[src/adc_pkg.sv]
package adc_pkg;

  // register offsets (byte index within the converter page)
  localparam logic [3:0] off_data0     = 4'h0;  // data registers 0..7 at 0x0..0x7
  localparam logic [3:0] off_lt6       = 4'h8;
  localparam logic [3:0] off_lt7       = 4'h9;
  localparam logic [3:0] off_ut6       = 4'ha;
  localparam logic [3:0] off_ut7       = 4'hb;
  localparam logic [3:0] off_flags     = 4'hc;
  localparam logic [3:0] off_ctrl      = 4'hd;
  localparam logic [3:0] off_irq_ctrl  = 4'he;
  localparam logic [3:0] off_irq_prio  = 4'hf;

  // control register field positions
  localparam int ctrl_first_lo   = 0;   // first_chan_bit0..2 at [2:0]
  localparam int ctrl_go         = 3;
  localparam int ctrl_cont       = 4;
  localparam int ctrl_pin_en     = 5;
  localparam int ctrl_timer_en   = 6;
  localparam int ctrl_power      = 7;

  // irq control field positions
  localparam int irq_done_pend   = 7;
  localparam int irq_alarm_pend  = 6;
  localparam int irq_done_mask   = 5;
  localparam int irq_alarm_mask  = 4;

  // reset values
  localparam logic [7:0] ctrl_reset     = 8'h00;
  localparam logic [7:0] irq_ctrl_reset = 8'h00;
  localparam logic [2:0] prio_reset     = 3'h7;
  localparam logic [3:0] flags_low_ones = 4'hf;
  localparam logic [2:0] last_chan      = 3'h7;

  // conversion timing in core clock cycles
  localparam logic [7:0] conv_cycles   = 8'd138;
  localparam logic [7:0] sample_cycles = 8'd84;

  typedef enum logic [1:0] {st_idle, st_sample, st_approx} conv_state_t;

  // register bus request
  typedef struct packed {
    logic [3:0] addr;
    logic [7:0] wdata;
    logic       wr;
    logic       rd;
  } reg_req_t;

  // analog core handshake
  typedef struct packed {
    logic [2:0] chan;
    logic       sample;
    logic       convert;
    logic       power_on;
  } analog_ctl_t;

endpackage

[src/adc_autoscan_sequencer.sv]
`timescale 1ns/100ps
// Summary of operation
// - conversion lasts 138 cycles, 84 sampling
// - every converted channel gives 8-bit result
// - continuous bit set: continuous, else single
// - start at first channel, step up, stop after 7
// - first channel seven converts only channel seven
// - go bit starts scan; result to channel register
// - single: clear go after seven, raise done
// - continuous: restart at first until go cleared
// - done request each time channel seven ends
// - new result overwrites channel data register
// - pin and timer triggers, enabled, then ored
// - trigger sets go; later pulses ignored
// - trigger while go set is ignored
// - channels 6,7 window check sets flag, alarm
// - four thresholds at offsets 08h to 0Bh
// - flags in upper four bits, lower read one
// - flags cleared by reset, alarm clear or zero write to flags
// - power resets off, forced off in halt
// - two maskable requests, fixed and level priority
// - alarm served first, done stays pending
// - software setting pending flag raises request
// - control write aborts and reinitialises scan
module adc_autoscan_sequencer (
  // clock and reset
  input  wire logic                 clock,
  input  wire logic                 rst_n,
  // register port
  input  wire adc_pkg::reg_req_t    req,
  output logic [7:0]                rdata,
  // trigger sources, active low
  input  wire logic                 pin_trigger_n,
  input  wire logic                 timer_trigger_n,
  // processor halt
  input  wire logic                 halt,
  // analog core
  output adc_pkg::analog_ctl_t      analog_ctl,
  input  wire logic [7:0]           analog_result,
  // interrupt requests
  output logic                      sequence_done_irq,
  output logic                      window_alarm_irq,
  output logic [2:0]                irq_level
);

  logic [7:0]                data_reg [8];
  logic [7:0]                lt6_reg, lt7_reg, ut6_reg, ut7_reg;
  logic [3:0]                flags_reg;
  logic [7:0]                ctrl_reg;
  logic [7:0]                irq_ctrl_reg;
  logic [2:0]                prio_reg;
  adc_pkg::conv_state_t      state_reg;
  logic [7:0]                cnt_reg;
  logic [2:0]                chan_reg;
  logic [1:0]                pin_sync_reg, timer_sync_reg;
  logic                      pin_prev_reg, timer_prev_reg;
  logic                      conv_end, last_end, start_evt, trig_evt;
  logic                      ctrl_wr, irq_wr;
  logic [3:0]                flag_hits;
  logic [7:0]                rdata_next;

  assign ctrl_wr = req.wr && (req.addr == adc_pkg::off_ctrl);
  assign irq_wr  = req.wr && (req.addr == adc_pkg::off_irq_ctrl);

  // pin trigger synchroniser; edge detect only on the second stage
  always_ff @(posedge clock) begin
    if (!rst_n) begin
      pin_sync_reg <= 2'h3;
      pin_prev_reg <= 1'b1;
    end else begin
      pin_sync_reg <= {pin_sync_reg[0], pin_trigger_n};
      pin_prev_reg <= pin_sync_reg[1];
    end
  end

  // timer trigger synchroniser; idle-high reset avoids a false edge
  always_ff @(posedge clock) begin
    if (!rst_n) begin
      timer_sync_reg <= 2'h3;
      timer_prev_reg <= 1'b1;
    end else begin
      timer_sync_reg <= {timer_sync_reg[0], timer_trigger_n};
      timer_prev_reg <= timer_sync_reg[1];
    end
  end

  // falling edge only, so a long low pulse starts one scan
  assign trig_evt =
    (ctrl_reg[adc_pkg::ctrl_pin_en] && pin_prev_reg && !pin_sync_reg[1]) ||
    (ctrl_reg[adc_pkg::ctrl_timer_en] && timer_prev_reg && !timer_sync_reg[1]);
  // triggers count only while go is clear
  assign start_evt = trig_evt && !ctrl_reg[adc_pkg::ctrl_go];

  assign conv_end = (state_reg == adc_pkg::st_approx)
                 && (cnt_reg == adc_pkg::conv_cycles - 8'd1);
  assign last_end = conv_end && (chan_reg == adc_pkg::last_chan);

  // control register: software write, trigger set, hardware clear
  always_ff @(posedge clock) begin
    if (!rst_n) begin
      ctrl_reg <= adc_pkg::ctrl_reset;
    end else begin
      if (ctrl_wr) begin
        ctrl_reg <= req.wdata;
      end else if (start_evt) begin
        ctrl_reg[adc_pkg::ctrl_go] <= 1'b1;
      end else if (last_end && !ctrl_reg[adc_pkg::ctrl_cont]) begin
        ctrl_reg[adc_pkg::ctrl_go] <= 1'b0;
      end
      if (halt) begin
        ctrl_reg[adc_pkg::ctrl_power] <= 1'b0;
      end
    end
  end

  // scan sequencer; any control write aborts and restarts from idle
  always_ff @(posedge clock) begin
    if (!rst_n) begin
      state_reg <= adc_pkg::st_idle;
      cnt_reg   <= 8'h00;
      chan_reg  <= 3'h0;
    end else if (ctrl_wr) begin
      state_reg <= adc_pkg::st_idle;
      cnt_reg   <= 8'h00;
      chan_reg  <= req.wdata[2:0];
    end else begin
      case (state_reg)
        adc_pkg::st_idle: begin
          cnt_reg  <= 8'h00;
          chan_reg <= ctrl_reg[2:0];
          if (ctrl_reg[adc_pkg::ctrl_go]) begin
            state_reg <= adc_pkg::st_sample;
          end
        end
        adc_pkg::st_sample: begin
          cnt_reg <= cnt_reg + 8'd1;
          if (cnt_reg == adc_pkg::sample_cycles - 8'd1) begin
            state_reg <= adc_pkg::st_approx;
          end
        end
        adc_pkg::st_approx: begin
          cnt_reg <= cnt_reg + 8'd1;
          if (conv_end) begin
            cnt_reg <= 8'h00;
            if (!last_end) begin
              chan_reg  <= chan_reg + 3'h1;
              state_reg <= adc_pkg::st_sample;
            end else if (ctrl_reg[adc_pkg::ctrl_cont]) begin
              chan_reg  <= ctrl_reg[2:0];
              state_reg <= adc_pkg::st_sample;
            end else begin
              state_reg <= adc_pkg::st_idle;
            end
          end
        end
        default: state_reg <= adc_pkg::st_idle;
      endcase
    end
  end

  // per-channel result registers, overwritten on every conversion
  for (genvar i = 0; i < 8; i++) begin : g_data
    always_ff @(posedge clock) begin
      if (!rst_n) begin
        data_reg[i] <= 8'h00;
      end else if (conv_end && chan_reg == 3'(i)) begin
        data_reg[i] <= analog_result;
      end else if (req.wr && req.addr == adc_pkg::off_data0 + 4'(i)) begin
        data_reg[i] <= req.wdata;
      end
    end
  end

  // lower threshold of channel 6; reset value raises no alarm
  always_ff @(posedge clock) begin
    if (!rst_n) begin
      lt6_reg <= 8'h00;
    end else if (req.wr && req.addr == adc_pkg::off_lt6) begin
      lt6_reg <= req.wdata;
    end
  end

  // lower threshold of channel 7
  always_ff @(posedge clock) begin
    if (!rst_n) begin
      lt7_reg <= 8'h00;
    end else if (req.wr && req.addr == adc_pkg::off_lt7) begin
      lt7_reg <= req.wdata;
    end
  end

  // upper threshold of channel 6; a full-scale result still trips it
  always_ff @(posedge clock) begin
    if (!rst_n) begin
      ut6_reg <= 8'hff;
    end else if (req.wr && req.addr == adc_pkg::off_ut6) begin
      ut6_reg <= req.wdata;
    end
  end

  // upper threshold of channel 7
  always_ff @(posedge clock) begin
    if (!rst_n) begin
      ut7_reg <= 8'hff;
    end else if (req.wr && req.addr == adc_pkg::off_ut7) begin
      ut7_reg <= req.wdata;
    end
  end

  // window check, bit order: ch7 upper, ch6 upper, ch7 lower, ch6 lower
  always_comb begin
    flag_hits = 4'h0;
    if (conv_end && chan_reg == 3'h6) begin
      flag_hits[2] = analog_result >= ut6_reg;
      flag_hits[0] = analog_result < lt6_reg;
    end
    if (conv_end && chan_reg == 3'h7) begin
      flag_hits[3] = analog_result >= ut7_reg;
      flag_hits[1] = analog_result < lt7_reg;
    end
  end

  // compare flags: a fresh hit wins over a clear in the same cycle
  always_ff @(posedge clock) begin
    if (!rst_n) begin
      flags_reg <= 4'h0;
    end else begin
      if (irq_wr && !req.wdata[adc_pkg::irq_alarm_pend]) begin
        flags_reg <= flag_hits;
      end else if (req.wr && req.addr == adc_pkg::off_flags) begin
        flags_reg <= (flags_reg & req.wdata[7:4]) | flag_hits;
      end else begin
        flags_reg <= flags_reg | flag_hits;
      end
    end
  end

  // pending flags and masks; hardware set beats software clear
  always_ff @(posedge clock) begin
    if (!rst_n) begin
      irq_ctrl_reg <= adc_pkg::irq_ctrl_reset;
    end else begin
      if (irq_wr) begin
        irq_ctrl_reg <= req.wdata;
      end
      if (last_end) begin
        irq_ctrl_reg[adc_pkg::irq_done_pend] <= 1'b1;
      end
      if (|flag_hits) begin
        irq_ctrl_reg[adc_pkg::irq_alarm_pend] <= 1'b1;
      end
    end
  end

  // priority level register, seven levels plus zero
  always_ff @(posedge clock) begin
    if (!rst_n) begin
      prio_reg <= adc_pkg::prio_reset;
    end else if (req.wr && req.addr == adc_pkg::off_irq_prio) begin
      prio_reg <= req.wdata[2:0];
    end
  end

  // alarm request: pending and unmasked
  always_ff @(posedge clock) begin
    if (!rst_n) begin
      window_alarm_irq <= 1'b0;
    end else begin
      window_alarm_irq <= irq_ctrl_reg[adc_pkg::irq_alarm_pend]
                       && irq_ctrl_reg[adc_pkg::irq_alarm_mask];
    end
  end

  // done request waits while an alarm is being served
  always_ff @(posedge clock) begin
    if (!rst_n) begin
      sequence_done_irq <= 1'b0;
    end else begin
      sequence_done_irq <= irq_ctrl_reg[adc_pkg::irq_done_pend]
                        && irq_ctrl_reg[adc_pkg::irq_done_mask]
                        && !(irq_ctrl_reg[adc_pkg::irq_alarm_pend]
                             && irq_ctrl_reg[adc_pkg::irq_alarm_mask]);
    end
  end

  // level output, one cycle behind the priority register
  always_ff @(posedge clock) begin
    if (!rst_n) begin
      irq_level <= adc_pkg::prio_reset;
    end else begin
      irq_level <= prio_reg;
    end
  end

  // analog core controls, registered; power-up delay is software's job
  always_ff @(posedge clock) begin
    if (!rst_n) begin
      analog_ctl <= '0;
    end else begin
      analog_ctl.chan     <= chan_reg;
      analog_ctl.sample   <= state_reg == adc_pkg::st_sample;
      analog_ctl.convert  <= state_reg == adc_pkg::st_approx;
      analog_ctl.power_on <= ctrl_reg[adc_pkg::ctrl_power] && !halt;
    end
  end

  // read mux: zero unless a read strobe is present
  always_comb begin
    rdata_next = 8'h00;
    if (req.rd) begin
      case (req.addr)
        adc_pkg::off_lt6:      rdata_next = lt6_reg;
        adc_pkg::off_lt7:      rdata_next = lt7_reg;
        adc_pkg::off_ut6:      rdata_next = ut6_reg;
        adc_pkg::off_ut7:      rdata_next = ut7_reg;
        adc_pkg::off_flags:    rdata_next = {flags_reg, adc_pkg::flags_low_ones};
        adc_pkg::off_ctrl:     rdata_next = ctrl_reg;
        adc_pkg::off_irq_ctrl: rdata_next = irq_ctrl_reg;
        adc_pkg::off_irq_prio: rdata_next = {5'h00, prio_reg};
        default:               rdata_next = data_reg[req.addr[2:0]];
      endcase
    end
  end

  // read data stands one cycle after the strobe, straight from a flop
  always_ff @(posedge clock) begin
    if (!rst_n) begin
      rdata <= 8'h00;
    end else begin
      rdata <= rdata_next;
    end
  end

endmodule

[config.mk]
export PLATFORM = sky130hd
export DESIGN_NAME = adc_autoscan_sequencer
export DESIGN_NICKNAME = d
export VERILOG_FILES = /design/src/adc_pkg.sv /design/src/adc_autoscan_sequencer.sv
export SDC_FILE = /design/constraint.sdc
export NUM_CORES = 1
export LEC_CHECK = 0
export BUFFER_PORTS_ARGS = -buffer_cell sky130_fd_sc_hd__buf_2
export CORE_ASPECT_RATIO = 0.9
export CORE_MARGIN = 4
export CORE_UTILIZATION = 55
export CTS_CLUSTER_DIAMETER = 120
export DETAILED_ROUTE_END_ITERATION = 8
export PLACE_DENSITY = 0.77
export SYNTH_ARGS = -nofsm -noshare
export SYNTH_HDL_FRONTEND = slang
export SYNTH_SLANG_ARGS = --single-unit
[constraint.sdc]
create_clock -name clock -period 2.1 [get_ports clock]
set_input_delay 0.315 -clock clock [delete_from_list [all_inputs] [get_ports clock]]
set_output_delay 0.315 -clock clock [all_outputs]
set_load 0.02 [all_outputs]
==> results_dict.tcl <==
set metrics [dict create \
    fillers 1107 \
    path_max_fanout 8 \
    die_x_um 137 \
    max_freq_mhz 492 \
    antenna_found_initial 1 \
    syn-instance-count 783 \
    overflow 0 \
    p_seq_share_pct 45.6 \
    maxSlewViolCount 0 \
    grt_usage_pct 28.5 \
    drtIter0Drc 803 \
    ir_drop_uv 791 \
    tightest_slew_ns 0.514 \
    ant_nets 0 \
    netlist_top_cells_area "edfxtp_1 (23%), dfxtp_1 (23%), ha_1 (6.4%), a22o_1 (6.3%), mux4_2 (5.2%)" \
    internal_power_uw 5560 \
    cts.clk_slew.worst_paths_ns 0.06 \
    vias_per_cell 6.33 \
    final_nets 917 \
    yosysMostFrequentCell "dfxtp_1" \
    num_vias 6700 \
    port_buffers 45 \
    die-area_um2 16900 \
    largest_register_ffs 64 \
    switching_power_uw 1740 \
    tns_ns 0 \
    worstPathArrival_ns 2.32 \
    place_hpwl_um 16300 \
    drt_wl_total_um 23500 \
    grt_pass1_vias 6525 \
    combPwrFrac_pct 10.5 \
    placed_area_um2 8910 \
    leakagePower_uw 0.00370 \
    synth_top_area_share_pct 23.4 \
    p_sw_share_pct 23.9 \
    wirelength_met1_um 9310 \
    syn-num-nets 852 \
    finalClockSkew_ns 0.00909 \
    fin_util_pct 66.1 \
    cts_htree_levels 4 \
    pwr-share-clk_pct 43.8 \
    grt_pass1_wl_um 36200 \
    cts_sinks 157 \
    min_period_ns 2.03 \
    async_flop_share_pct 0 \
    clockBufferDepth 2 \
    die_h_um 124 \
    path_class "flip-flop to flip-flop" \
    cts_buffers 17 \
    cpMaxStageDelayCell "nor3b_4" \
    hold_buffers 0 \
    drv_cap 0 \
    clk_latency_ns 0.43 \
    yosysTopAreaCell "edfxtp_1" \
    ys_seq_area_share_pct 46.1 \
    post-place-ws_ns -0.0606 \
    p_per_area_nw_per_um2 753 \
    worstSetupStartpointType "flip-flop" \
    met2WireLength_um 11500 \
    drive_gt1_share_pct 21.0 \
    crit_chain "inv_1, ha_1, and4bb_2, and2_2, nand2_4, nor3b_4, a22o_1" \
    synthTopCellsByCount "dfxtp_1 (93), nand2_1 (80), nor2_1 (69)" \
    num_antenna_cells 0 \
    synth_edf_count 64 \
    wl_met3_um 1920 \
    post-route-period-util_pct 96.8 \
    final_area_um2 9690 \
    slew_headroom_pct 65.6 \
    synth_seq_cells 157 \
    worst_ep_required_time_ns 2.39 \
    ys.flop_type "dfxtp_1" \
    cts_tree "built" \
    hold_viol_final 0 \
    grt_max_degree 51 \
    hold_path.class "input pin to flip-flop" \
    start_util_pct 56.0 \
    row_count 42 \
    yosysWarnings 0 \
    synth_area_per_cell_um2 10.5 \
    area_growth_syn_to_layout_pct 18.1 \
    cp_slowest_stage_delay_ns 0.42 \
    remaining_drc_errors 0 \
    endpoint_kind "flip-flop" \
    setup_ws_ns 0.0678 \
    ios 46 \
    firstDrtPassIters 6 \
    routabilityCongestion 0.992 \
    outcome "finished, final reports clean" \
    top_layer "met5" \
    root_buffer "clkbuf_16" \
    core_area_um2 14700 \
    syn_area_um2 8200 \
    setup_viol 0 \
    synthDistinctLibCells 71 \
    routedWlPerCell_um 22.2 \
]
critical path: cells and delay by family, from the launching register on:
family / cells / cell delay, ns
fa+ha+maj: 1 / 0.16
compound gates: 1 / 0.23
flops: 1 / 0.33
buf+inv: 1 / 0.08
simple gates: 4 / 1.09
final cells by class:
type                            instances  area (um2)  share of cell area [%]
Inverter                               40         150                    1.55
Tap cell                              198         248                    2.56
Clock inverter                          9         133                    1.37
Timing Repair Buffer                   97         753                    7.77
Sequential cell                       157        3780                    39.1
Clock buffer                           23         480                    4.96
Multi-Input combinational cell        535        4140                    42.7
path summary, 6_finish.rpt:
path	slack, ns	start	end	cells past startpoint
worst min register to register	0.41	timer_sync_reg[0]$_SDFF_PN1_	timer_sync_reg[1]$_SDFF_PN1_	1
worst max-delay path	0.07	state_reg[0]$_SDFFE_PP0P_	data_reg[0][3]$_DFFE_PP_	7
worst min-delay path	0.07	halt	analog_ctl[0]$_SDFF_PN0_	2
worst max register to register	0.07	state_reg[0]$_SDFFE_PP0P_	data_reg[0][3]$_DFFE_PP_	7
placed cells by master, fill, tap and decap left out, types with 4 or more instances in the layout:
cell,synthesis,layout
nor3_1,5,5
nor2_1,69,66
nor2b_1,10,10
a22oi_1,5,5
mux2i_1,34,34
a211oi_1,9,9
a21o_1,5,5
a21oi_1,31,31
mux4_2,19,19
nand3_1,15,15
o21ai_0,24,23
nor2_2,2,4
nand2_1,80,79
o211ai_1,15,15
buf_2,11,45
clkbuf_16,0,18
inv_1,39,39
buf_4,4,41
a31oi_1,7,7
a22o_1,59,59
nor3b_4,0,5
dfxtp_1,93,92
xor2_1,5,5
nand2b_1,13,13
ha_1,42,42
buf_12,0,11
o221ai_1,5,4
and3_1,4,4
edfxtp_1,64,64
cells by family (layout without fill, tap and decap cells):
group	count (synthesis)	after routing	synth area share, %
AO/OA/AOI/OAI	197	197	18.0
XOR/XNOR	7	7	0.747
adder cells (fa/ha/maj)	42	42	6.41
buffers and inverters	91	169	4.70
flip-flops	157	157	46.1
multiplexers	56	56	9.78
AND/OR/NAND/NOR	233	233	14.2
power by group through the flow:
stage               sequential [uW]  clock, uW  combinational, uW
floorplan                      3390          0                432
global placement               3390          0                705
detailed placement             3400          0                724
CTS                            3330       3230                736
global route                   3340       3380                815
finish                         3330       3200                769
through the flow:
stage | hold slack, ns | total power (uW) | std cells
floorplan | 0.386 | 3820 | 783
global placement | 0.392 | 4090 | 1023
detailed placement | 0.401 | 4120 | 1023
CTS | 0.0569 | 7300 | 1055
global route | 0.0552 | 7540 | 1059
finish | 0.0694 | 7300 | 1059
metal layers:
| layer | vias up | global-route usage [%] |
|---|---|---|
| li1 | 3026 | - |
| met1 | 3283 | 35.8 |
| met2 | 319 | 47.4 |
| met3 | 70 | 7.19 |
| met4 | 2 | 11.3 |
| met5 | - | 0 |
what timing repair did:
item,4_1_cts,5_1_grt
pin swaps,1,4
gates resized for setup,2,21
setup buffers,0,4
endpoints found under the setup margin,58,73
cloned,0,0
No activity file was read; power rests on OpenSTA's default activity.
